### src/pkg/acss_params.svh
// Functional notes
// - Strapped mode: range pin low selects wide span, high selects narrow span.
// - Register mode with clock-source bit: conversion clock comes in on shared pin.
// - Register mode with clock-drive-out bit and clock-source bit clear: internal conversion clock driven on pin.
// - Status-mode bit clear: status pin is a busy indicator.
// - Busy mode: status pin goes active as soon as a conversion starts.
// - Busy mode: one clock-period inactive pulse per pair done, inactive after last.
// - Status-mode bit set: status pin is an interrupt output.
// - Interrupt mode: assert after conversion completes, hold until next read access.
// - Polarity bit inverts active level of the status pin.
// - Rising edge of a pair trigger starts conversion of both channels of that pair.
// - Pair A trigger resets channel sequencer so next read returns first A channel.
// - Mode-select low: settings come from external configuration pins.
// - Mode-select high: settings come from the configuration register.
`ifndef ACSS_PARAMS_SVH
`define ACSS_PARAMS_SVH

// ----------------------------------------
// Register map
// ----------------------------------------
`define ACSS_ADDR_W 4
`define ACSS_REG_CONFIG 4'h0
`define ACSS_REG_STATUS 4'h1
`define ACSS_REG_IRQ_STAT 4'h2
`define ACSS_REG_IRQ_MASK 4'h3
`define ACSS_REG_CHAN 4'h4
`define ACSS_REG_ID 4'h5

// ----------------------------------------
// Configuration fields
// ----------------------------------------
`define ACSS_CFG_CLKSRC_BIT 29
`define ACSS_CFG_CLKDRV_BIT 28
`define ACSS_CFG_STATMODE_BIT 27
`define ACSS_CFG_POL_BIT 26
`define ACSS_CFG_RANGE_BIT 24
`define ACSS_CFG_RESET 32'h0000_0000
// Arbitrary identification value
`define ACSS_ID_VALUE 32'h00a5_0001

// ----------------------------------------
// Timing
// ----------------------------------------
`define ACSS_CLK_MHZ 100
`define ACSS_CONV_TIME_NS 1000
`define ACSS_CONV_CYCLES ((`ACSS_CONV_TIME_NS * `ACSS_CLK_MHZ + 999) / 1000)
`define ACSS_CCLK_DIV 4
`define ACSS_CNT_W 8
`define ACSS_NPAIR 4

`endif

### src/pkg/acss_pkg.sv
`include "acss_params.svh"
package acss_pkg;
  typedef struct packed {
    logic [`ACSS_ADDR_W-1:0] addr;
    logic [31:0] wdata;
    logic wr;
    logic rd;
  } acss_bus_req_t;

  typedef struct packed {
    logic o;
    logic oe;
  } acss_pin_out_t;

  typedef enum logic [1:0] {
    ACSS_IDLE,
    ACSS_CONV,
    ACSS_GAP
  } acss_pair_state_t;
endpackage : acss_pkg

### src/hw/acss_pair_conv.sv
`include "acss_params.svh"
module acss_pair_conv (
  input wire logic ref_clk_in,
  input wire logic resetn_in,
  input wire logic start_in,
  input wire logic cclk_tick_in,
  output logic busy_out,
  output logic done_out
);
  import acss_pkg::*;

  acss_pair_state_t state_q;
  logic [`ACSS_CNT_W-1:0] cnt_q;

  // ----------------------------------------
  // Conversion timer
  // ----------------------------------------
  always_ff @(posedge ref_clk_in) begin
    if (!resetn_in) begin
      state_q <= ACSS_IDLE;
      cnt_q <= '0;
      done_out <= 1'b0;
    end else begin
      done_out <= 1'b0;
      unique case (state_q)
        ACSS_IDLE: begin
          if (start_in) begin
            state_q <= ACSS_CONV;
            cnt_q <= '0;
          end
        end
        ACSS_CONV: begin
          if (cclk_tick_in) begin
            if (cnt_q == `ACSS_CNT_W'(`ACSS_CONV_CYCLES / `ACSS_CCLK_DIV - 1)) begin
              state_q <= ACSS_IDLE;
              done_out <= 1'b1;
            end else begin
              cnt_q <= cnt_q + `ACSS_CNT_W'(1);
            end
          end
        end
        default: state_q <= ACSS_IDLE;
      endcase
    end
  end

  always_ff @(posedge ref_clk_in) begin
    if (!resetn_in) busy_out <= 1'b0;
    else busy_out <= (state_q == ACSS_CONV) && !done_out;
  end
endmodule : acss_pair_conv

### src/hw/acss_top.sv
`include "acss_params.svh"
module acss_top (
  input wire logic ref_clk_in,
  input wire logic resetn_in,
  input wire logic [`ACSS_NPAIR-1:0] pair_trigger_in,
  input wire logic setup_source_select_in,
  input wire logic span_or_clock_pin_in,
  input wire logic strap_status_mode_in,
  input wire logic strap_polarity_in,
  input wire logic data_read_in,
  input wire acss_pkg::acss_bus_req_t bus_in,
  output logic [31:0] rdata_out,
  output acss_pkg::acss_pin_out_t span_or_clock_pin_out,
  output logic status_pin_out,
  output logic narrow_span_out,
  output logic ext_clock_used_out,
  output logic [2:0] chan_index_out,
  output logic irq_out
);
  import acss_pkg::*;

  // ----------------------------------------
  // Input synchronisers
  // ----------------------------------------
  logic [`ACSS_NPAIR-1:0] trig_m_q, trig_s_q, trig_p_q;
  logic [4:0] misc_m_q, misc_s_q;
  logic sel_reg, pin_lvl, stat_mode_pin, pol_pin, rd_sync;

  always_ff @(posedge ref_clk_in) begin
    if (!resetn_in) begin
      trig_m_q <= '0;
      trig_s_q <= '0;
      trig_p_q <= '0;
      misc_m_q <= '0;
      misc_s_q <= '0;
    end else begin
      trig_m_q <= pair_trigger_in;
      trig_s_q <= trig_m_q;
      trig_p_q <= trig_s_q;
      misc_m_q <= {data_read_in, strap_polarity_in, strap_status_mode_in,
                   span_or_clock_pin_in, setup_source_select_in};
      misc_s_q <= misc_m_q;
    end
  end

  assign sel_reg = misc_s_q[0];
  assign pin_lvl = misc_s_q[1];
  assign stat_mode_pin = misc_s_q[2];
  assign pol_pin = misc_s_q[3];
  assign rd_sync = misc_s_q[4];

  logic [`ACSS_NPAIR-1:0] trig_rise;
  assign trig_rise = trig_s_q & ~trig_p_q;

  // ----------------------------------------
  // Registers
  // ----------------------------------------
  logic [31:0] config_q;
  logic [`ACSS_NPAIR:0] irq_stat_q, irq_mask_q;
  logic [`ACSS_NPAIR:0] irq_ev;
  logic rd_stat;

  function automatic logic addr_hit(input logic [`ACSS_ADDR_W-1:0] a,
                                    input logic [`ACSS_ADDR_W-1:0] r);
    return a == r;
  endfunction : addr_hit

  assign rd_stat = bus_in.rd && addr_hit(bus_in.addr, `ACSS_REG_IRQ_STAT);

  always_ff @(posedge ref_clk_in) begin
    if (!resetn_in) config_q <= `ACSS_CFG_RESET;
    else if (bus_in.wr && addr_hit(bus_in.addr, `ACSS_REG_CONFIG)) config_q <= bus_in.wdata;
  end

  always_ff @(posedge ref_clk_in) begin
    if (!resetn_in) irq_mask_q <= '0;
    else if (bus_in.wr && addr_hit(bus_in.addr, `ACSS_REG_IRQ_MASK))
      irq_mask_q <= bus_in.wdata[`ACSS_NPAIR:0];
  end

  // Set wins over read clear
  always_ff @(posedge ref_clk_in) begin
    if (!resetn_in) irq_stat_q <= '0;
    else if (rd_stat) irq_stat_q <= irq_ev;
    else irq_stat_q <= irq_stat_q | irq_ev;
  end

  always_ff @(posedge ref_clk_in) begin
    if (!resetn_in) irq_out <= 1'b0;
    else irq_out <= |((irq_stat_q | irq_ev) & irq_mask_q & ~({5{rd_stat}} & ~irq_ev));
  end

  // ----------------------------------------
  // Effective settings
  // ----------------------------------------
  logic clk_src, clk_drv, stat_mode, pol, narrow;
  assign clk_src = sel_reg & config_q[`ACSS_CFG_CLKSRC_BIT];
  assign clk_drv = sel_reg & config_q[`ACSS_CFG_CLKDRV_BIT] & ~clk_src;
  assign stat_mode = sel_reg ? config_q[`ACSS_CFG_STATMODE_BIT] : stat_mode_pin;
  assign pol = sel_reg ? config_q[`ACSS_CFG_POL_BIT] : pol_pin;
  assign narrow = sel_reg ? config_q[`ACSS_CFG_RANGE_BIT] : pin_lvl;

  // ----------------------------------------
  // Conversion clock
  // ----------------------------------------
  logic [1:0] div_q;
  logic int_cclk_q, ext_prev_q, cclk_tick;

  always_ff @(posedge ref_clk_in) begin
    if (!resetn_in) begin
      div_q <= '0;
      int_cclk_q <= 1'b0;
    end else begin
      div_q <= div_q + 2'h1;
      if (div_q == 2'h1 || div_q == 2'h3) int_cclk_q <= ~int_cclk_q;
    end
  end

  always_ff @(posedge ref_clk_in) begin
    if (!resetn_in) ext_prev_q <= 1'b0;
    else ext_prev_q <= pin_lvl;
  end

  assign cclk_tick = clk_src ? (pin_lvl & ~ext_prev_q) : (div_q == 2'h3);

  always_ff @(posedge ref_clk_in) begin
    if (!resetn_in) span_or_clock_pin_out <= '0;
    else span_or_clock_pin_out <= '{o: int_cclk_q & clk_drv, oe: clk_drv};
  end

  // ----------------------------------------
  // Pair converters
  // ----------------------------------------
  logic [`ACSS_NPAIR-1:0] busy, done;

  for (genvar i = 0; i < `ACSS_NPAIR; i++) begin : g_pair
    acss_pair_conv u_conv (
      .ref_clk_in(ref_clk_in),
      .resetn_in(resetn_in),
      .start_in(trig_rise[i]),
      .cclk_tick_in(cclk_tick),
      .busy_out(busy[i]),
      .done_out(done[i])
    );
  end

  logic all_done;
  assign all_done = |done & ~|(busy & ~done);
  assign irq_ev = {all_done, done};

  // ----------------------------------------
  // Status pin
  // ----------------------------------------
  logic busy_lvl_q, int_lvl_q, rd_prev_q, read_acc;
  logic [2:0] gap_q;

  always_ff @(posedge ref_clk_in) begin
    if (!resetn_in) rd_prev_q <= 1'b0;
    else rd_prev_q <= rd_sync;
  end
  assign read_acc = rd_sync & ~rd_prev_q;

  // Four reference clocks (one internal conversion clock period) low after each pair
  always_ff @(posedge ref_clk_in) begin
    if (!resetn_in) gap_q <= '0;
    else if (|done) gap_q <= 3'(`ACSS_CCLK_DIV);
    else if (gap_q != 3'h0) gap_q <= gap_q - 3'h1;
  end

  always_ff @(posedge ref_clk_in) begin
    if (!resetn_in) busy_lvl_q <= 1'b0;
    else if (|trig_rise) busy_lvl_q <= 1'b1;
    else if (|done) busy_lvl_q <= 1'b0;
    else if (gap_q == 3'h1 && |busy) busy_lvl_q <= 1'b1;
  end

  always_ff @(posedge ref_clk_in) begin
    if (!resetn_in) int_lvl_q <= 1'b0;
    else if (all_done) int_lvl_q <= 1'b1;
    else if (read_acc) int_lvl_q <= 1'b0;
  end

  always_ff @(posedge ref_clk_in) begin
    if (!resetn_in) status_pin_out <= 1'b0;
    else status_pin_out <= (stat_mode ? int_lvl_q : busy_lvl_q) ^ pol;
  end

  // ----------------------------------------
  // Channel sequencer
  // ----------------------------------------
  always_ff @(posedge ref_clk_in) begin
    if (!resetn_in) chan_index_out <= 3'h0;
    else if (trig_rise[0]) chan_index_out <= 3'h0;
    else if (read_acc) chan_index_out <= chan_index_out + 3'h1;
  end

  always_ff @(posedge ref_clk_in) begin
    if (!resetn_in) begin
      narrow_span_out <= 1'b0;
      ext_clock_used_out <= 1'b0;
    end else begin
      narrow_span_out <= narrow;
      ext_clock_used_out <= clk_src;
    end
  end

  // ----------------------------------------
  // Read port
  // ----------------------------------------
  always_ff @(posedge ref_clk_in) begin
    if (!resetn_in) rdata_out <= '0;
    else if (bus_in.rd) begin
      unique case (bus_in.addr)
        `ACSS_REG_CONFIG: rdata_out <= config_q;
        `ACSS_REG_STATUS: rdata_out <= {24'h0, 1'b0, status_pin_out, int_lvl_q,
                                        busy_lvl_q, busy};
        `ACSS_REG_IRQ_STAT: rdata_out <= {27'h0, irq_stat_q};
        `ACSS_REG_IRQ_MASK: rdata_out <= {27'h0, irq_mask_q};
        `ACSS_REG_CHAN: rdata_out <= {29'h0, chan_index_out};
        `ACSS_REG_ID: rdata_out <= `ACSS_ID_VALUE;
        default: rdata_out <= 32'h0;
      endcase
    end else rdata_out <= 32'h0;
  end
endmodule : acss_top

### config.mk
export PLATFORM = sky130hd
export DESIGN_NAME = acss_top
export DESIGN_NICKNAME = d
export VERILOG_FILES = /design/src/pkg/acss_pkg.sv /design/src/hw/acss_pair_conv.sv /design/src/hw/acss_top.sv
export VERILOG_INCLUDE_DIRS = /design/src /design/src/pkg
export SDC_FILE = /design/constraint.sdc
export NUM_CORES = 1
export LEC_CHECK = 0
export CORE_AREA = 5 5 125 127
export DETAILED_ROUTE_END_ITERATION = 10
export DIE_AREA = 0 0 130 132
export DONT_BUFFER_PORTS = 1
export PLACE_DENSITY = 0.57
export SLEW_MARGIN = 25
export SYNTH_ARGS = -nofsm -noshare
export SYNTH_HDL_FRONTEND = slang
export SYNTH_SLANG_ARGS = --single-unit
### constraint.sdc
create_clock -name ref_clk_in -period 2.7 [get_ports ref_clk_in]
set_clock_uncertainty 0.2 [all_clocks]
set_input_delay 0.135 -clock ref_clk_in [delete_from_list [all_inputs] [get_ports ref_clk_in]]
set_output_delay 0.135 -clock ref_clk_in [all_outputs]
set_load 0.005 [all_outputs]
# == Yosys cells after proc, flatten, opt, wreduce, memory -nomap -nowiden ==
# Cells that the tools add are included.
# Widths: inputs -> output; s select.
# word_totals
elab_cells,199
mem_bits_ro,0
latch_bits,0
mem_bits_rw,0
memories,0
reg_bits,163
inputBits,49
out_inout_bits,41
# op_classes
shifts,0
n_mux,50
n_reduce_logical,47
magnitude_cmp,0
multipliers,0
n_bitwise,23
n_div,0
eq_ne,32
add_sub_neg,7
# op_table
op,n
$pmux 32 s6,1
$mux 8,12
$pmux 8 s2,4
$add 8x1->8 const B,4
$eq 8x5->1 const B,4
$mux 2,12
$ne 2x2->1 const B,12
$reduce_and 3->1,8
$pmux 2 s2,4
$reduce_and 4->1,4
$reduce_or 4->1,4
$and 5x5->5,3
$mux 1,14
$reduce_bool 2->1,6
$eq 2x1->1 const B,5
$not 5->5,2
$reduce_or 5->1,2
$and 4x4->4,2
$eq 4x2->1 const B,2
$eq 4x3->1 const B,2
$logic_and 1x1->1,8
$logic_not 2->1,4
$ne 2x1->1 const B,4
$not 4->4,2
18 further kinds,34

# == Longest topological paths before layout ==
# depth
word_depth,10
ltp_mapped,7
mapped_depth_nobuf,6

# == Cells and area by module ==
# From an unflattened synthesis, not the netlist that was laid out.
# hier_totals
hier_cells,688
hier_area_um2,6486.2
# modules_own_cells
mod,instances,seq_area_each_um2,area_each_um2,cells_per_inst
acss_top,1,2302.2,4169.0,424
acss_pair_conv,4,220.2,579.3,66

# == Worst setup path after synthesis ==
# Ideal clock, no wire load.
# synth_timing
path_kind,register to register
from,register g_pair[0].u_conv.cnt_q[0]
to,register g_pair[0].u_conv.cnt_q[3]
path_stages_with_launch,7
slack_ns,0.839
required_time_ns,2.412
setup_time_ns,0.088
arrival_ns,1.573
synth_period_minus_slack_ns,1.861
path_buffers,0
path_cell_list,dfxtp_1 > inv_1 > ha_1 > nor4b_1 > and2_0 > or3_4 > o32ai_2
# synth_between
elab_chain_cells,4
word_cells_on_any_way,7
classes_between,add/sub (1); eq/ne (2); mux (3); reduce/logical (1)
# synth_rtl
item,line_no,text
from (decl),acss_pair_conv.sv:13,logic [`ACSS_CNT_W-1:0] cnt_q;
from (signal assigned),acss_pair_conv.sv:38,cnt_q <= cnt_q + `ACSS_CNT_W'(1);
$add 8x1->8,acss_pair_conv.sv:38,
$mux 8,acss_pair_conv.sv:34,if (cnt_q == `ACSS_CNT_W'(`ACSS_CONV_CYCLES / `ACSS_CCLK_DIV - 1)) begin
$mux 8,acss_pair_conv.sv:33,if (cclk_tick_in) begin
$pmux 8 s2,acss_pair_conv.sv:25,unique case (state_q)
# Several ways; a longest one is shown, not always the timed one. The select of a mux whose other input is x is not followed.
# A chain may end at the register's enable or synchronous reset.

# == Worst setup path in the final report ==
# layout_timing
from,input bus_in[36] in the netlist's numbering
to,register config_q[7]
# layout_between
elab_chain_cells,2
# layout_rtl
item,line_no,text
from (decl),acss_top.sv:11,"input wire acss_pkg::acss_bus_req_t bus_in,"
$logic_not 4->1,acss_top.sv:65,return a == r;
$logic_and 1x1->1,acss_top.sv:72,"else if (bus_in.wr && addr_hit(bus_in.addr, `ACSS_REG_CONFIG)) config_q <= bus_in.wdata;"
to (signal assigned),acss_top.sv:71,if (!resetn_in) config_q <= `ACSS_CFG_RESET;
to (signal assigned),acss_top.sv:72,
to (decl),acss_top.sv:58,logic [31:0] config_q;
# No other way between the ends.

==> flow_summary_export.csv <==
group,metric,value,unit
status,status,"finished, final reports clean",
pwr,p_per_area,646,mW/mm^2
worst_setup_path,ff2ff_path_depth,6,
routing,drtAntennaViolNets,0,
pwr,p_leak,3.06,nW
routing,routed_wirelength,15.4,mm
synth,synthArstFlopShare,0,%
routing,drt-initial-drc-count,440,
cells_and_area,final_core_util,56.6,%
worst_setup_path,critPathMaxStageDelay,0.61,ns
sta,finalMaxSlewViolations,0,
min_path,hold_path_end,"config_q[14]",
worst_setup_path,crit_top_cell,"dlygate4sd3_1",
worst_setup_path,start_kind,"input pin",
synth,synth_common_cells,"159 x dfxtp_1, 105 x nand2_1, 55 x a21oi_1",
clock_tree,clk_latency,0.42,ns
sta,post-route-min-period,2.51,ns
grt,antenna_found_initial,0,
sta,hold_ws,0.0101,ns
synth,synth_ff_type,"dfxtp_1",
place,placed_area,0.00651,mm^2
synth,synth_seq_cells,159,
cells_and_area,drive_gt1_share,7.66,%
sta,period_share,93.0,%
job,maxCapViolations,0,
grt,grt.overflow.total,0,
worst_setup_path,end_kind,"flop",
clock_tree,path_clk_slew,0.06,ns
synth,syn_area,0.00637,mm^2
min_path,worstHoldStart,"bus_in[1]",
worst_setup_path,slowest_stage,"dlygate4sd3_1",
clock_tree,cts_buffers,17,
synth,seq_area_frac_synth,50.0,%
sta,max_freq,0.398,GHz
synth,yosysUniqueCellTypes,70,
synth,syn_nets,757,
synth,ys.warnings.count,0,
grt,grt_use_total,18.5,%
worst_setup_path,path_cells,"dlygate4sd3_1 > nor2_2 > and3_2 > nand2_1 > dlygate4sd3_1 > a21oi_1 > dlygate4sd3_1",
cells_and_area,design_area,0.00810,mm^2
worst_setup_path,path_class,"in2reg",
synth,synth_top_area_cell,"dfxtp_1",
clock_tree,cts_tree,"built",
worst_setup_path,worstPathArrival,2.67,ns
min_path,min_path_cells,4,
die,die_h,132,um
place,globalplace.congestion,0.846,
synth,synth_edf_count,0,
min_path,hold_class,"in2reg",
grt,grt_max_degree,69,
routing,viasPerCell,5.39,
die,die_area,0.0172,mm^2
place,place_inst,850,
worst_setup_path,cp_data_required_time,2.86,ns
place,hpwl,10.0,mm
routing,wl_per_cell,15.7,um
routing,drc,0,
routing,dr_total_vias,5281,
worst_setup_path,reg2reg_setup_slack,0.21,ns
die,die_w,130,um
synth,netlist_instances,694,
die,core_area,0.0143,mm^2
place,port_buffers,0,
sta,setup_viol,0,
worst_setup_path,rr_startpoint,"irq_mask_q[2]",
die,rows,44,
synth,syn_avg_cell_area,9.18,um^2
sta,slew_headroom,53.1,%
clock_tree,clockBufferDepth,2,
sta,rsz0062_at_grt,"no",
die,initial_core_util,44.5,%
pwr,ir_drop,0.000389,V
routing,drt-pass1-iter-count,5,
cells_and_area,fin_nets,846,
sta,tns,0,ns
worst_setup_path,path_max_fanout,11,
cells_and_area,areaGrowthSynthToFinish,27.2,%
clock_tree,clock_sink_count,159,
sta,worst_pin_slew,0.686,ns
cells_and_area,n_antenna_cell,0,
sta,hold_viol,0,
synth,post-synth-top-area-fraction,50.0,%
synth,synth.most_common_cell,"dfxtp_1",
worst_setup_path,r2r_end,"rdata_out[2]",
synth,ys_top_cells_by_area,"dfxtp_1 50%, nand2_1 6.2%, and2_1 4.8%, a21oi_1 4.3%, ha_1 2.7%",
clock_tree,cts-root-buf,"clkbuf_16",
die,ios,90,
cells_and_area,nFillCells,1246,
cells_and_area,instances_no_fill,980,
clock_tree,h-tree-depth,4,
grt,grt_pass1_vias,5209,
grt,grt_pass1_wl,25.6,mm
==> metrics by stage <==
step / setup slack (ns) / power [mW]
after CTS: 0.0190 / 5.29
after floorplan: 0.839 / 2.73
after detailed placement: 0.505 / 2.77
after global placement: 0.543 / 2.76
after global routing: 0.0484 / 5.45
final: 0.188 / 5.23
==> per-layer routing <==
metal  wire length, um  GRT usage (%)  vias up
met2              7660           31.0      130
met5                 0              0        -
met3               730           3.89       25
li1                  -              -     2615
met1              6740           22.9     2511
met4               299           7.56        0
==> worst max-delay path, delay by kind of cell <==
kind                   cells  cell delay, ns
and+or+nand+nor            3            0.68
AOI/OAI and AO/OA          1            0.13
buffers and inverters      3            1.73
==> worst max-delay path by stage <==
stage,from,to,depth (start not counted)
3_5_place_dp,misc_s_q[0],g_pair[1].u_conv.cnt_q[6],4
4_1_cts,bus_in[36],config_q[7],7
3_3_place_gp,misc_s_q[0],g_pair[1].u_conv.cnt_q[1],4
2_1_floorplan,g_pair[0].u_conv.cnt_q[0],g_pair[0].u_conv.cnt_q[3],6
5_1_grt,bus_in[36],config_q[7],7
6_report,bus_in[36],config_q[7],7
==> cell type report <==
type	count	area, um^2	share of cell area (%)
Clock buffer	20	447	5.51
Clock inverter	12	149	1.84
Inverter	22	82.6	1.02
Multi-Input combinational cell	477	2950	36.5
Sequential cell	159	3180	39.3
Tap cell	184	230	2.84
Timing Repair Buffer	106	1060	13.1
==> flip-flops by register name, indices dropped and copies added, names as in the netlist, 3 cells and up <==
name                    count
config_q                   32
g_pair.u_conv.cnt_q        32
rdata_out                  32
irq_mask_q                  5
irq_stat_q                  5
misc_m_q                    5
misc_s_q                    5
g_pair.u_conv.busy_out      4
g_pair.u_conv.done_out      4
g_pair.u_conv.state_q       4
trig_m_q                    4
trig_p_q                    4
trig_s_q                    4
chan_index_out              3
gap_q                       3
==> where the power goes <==
| group | switching [mW] | leakage [nW] | internal, mW |
|---|---|---|---|
| registers | 0.0509 | 1.29 | 2.41 |
| logic | 0.182 | 1.49 | 0.184 |
| clock network | 0.998 | 0.282 | 1.41 |
| total | 1.23 | 3.06 | 4.00 |
==> repair_timing <==
| item | 4_1_cts | 5_1_grt |
|---|---|---|
| setup buffers | 0 | 0 |
| endpoints found under the hold margin | 147 | 0 |
| gates resized for setup | 0 | 2 |
| endpoints found under the setup margin | 0 | 6 |
| hold buffers | 98 | 0 |
==> placed cells by master, fill, tap and decap left out, drive strengths merged, types with 5 or more instances in the layout <==
master,count
buf,9
inv,27
or3,10
dlygate4sd3,97
nor2,33
a21oi,55
clkbuf,20
and2,50
a22oi,5
nand2b,7
mux2i,14
dfxtp,159
nand3,28
nand3b,5
nor4,6
a31oi,9
nor3,9
o22ai,8
o211ai,5
nand4b,5
nor2b,15
and3,7
o32ai,8
o21ai,15
ha,14
nand2,105
==> cells by family after synthesis <==
kind of cell               Yosys count  share of synthesized area, %
muxes                               19                          3.61
AOI/OAI and AO/OA                  134                          14.3
DFF                                159                          50.0
xor gates and xnor gates             5                         0.687
buffers and inverters               58                          3.83
adders and majority gates           14                          2.75
and+or+nand+nor                    305                          24.9
(Power assumes the default switching activity.)
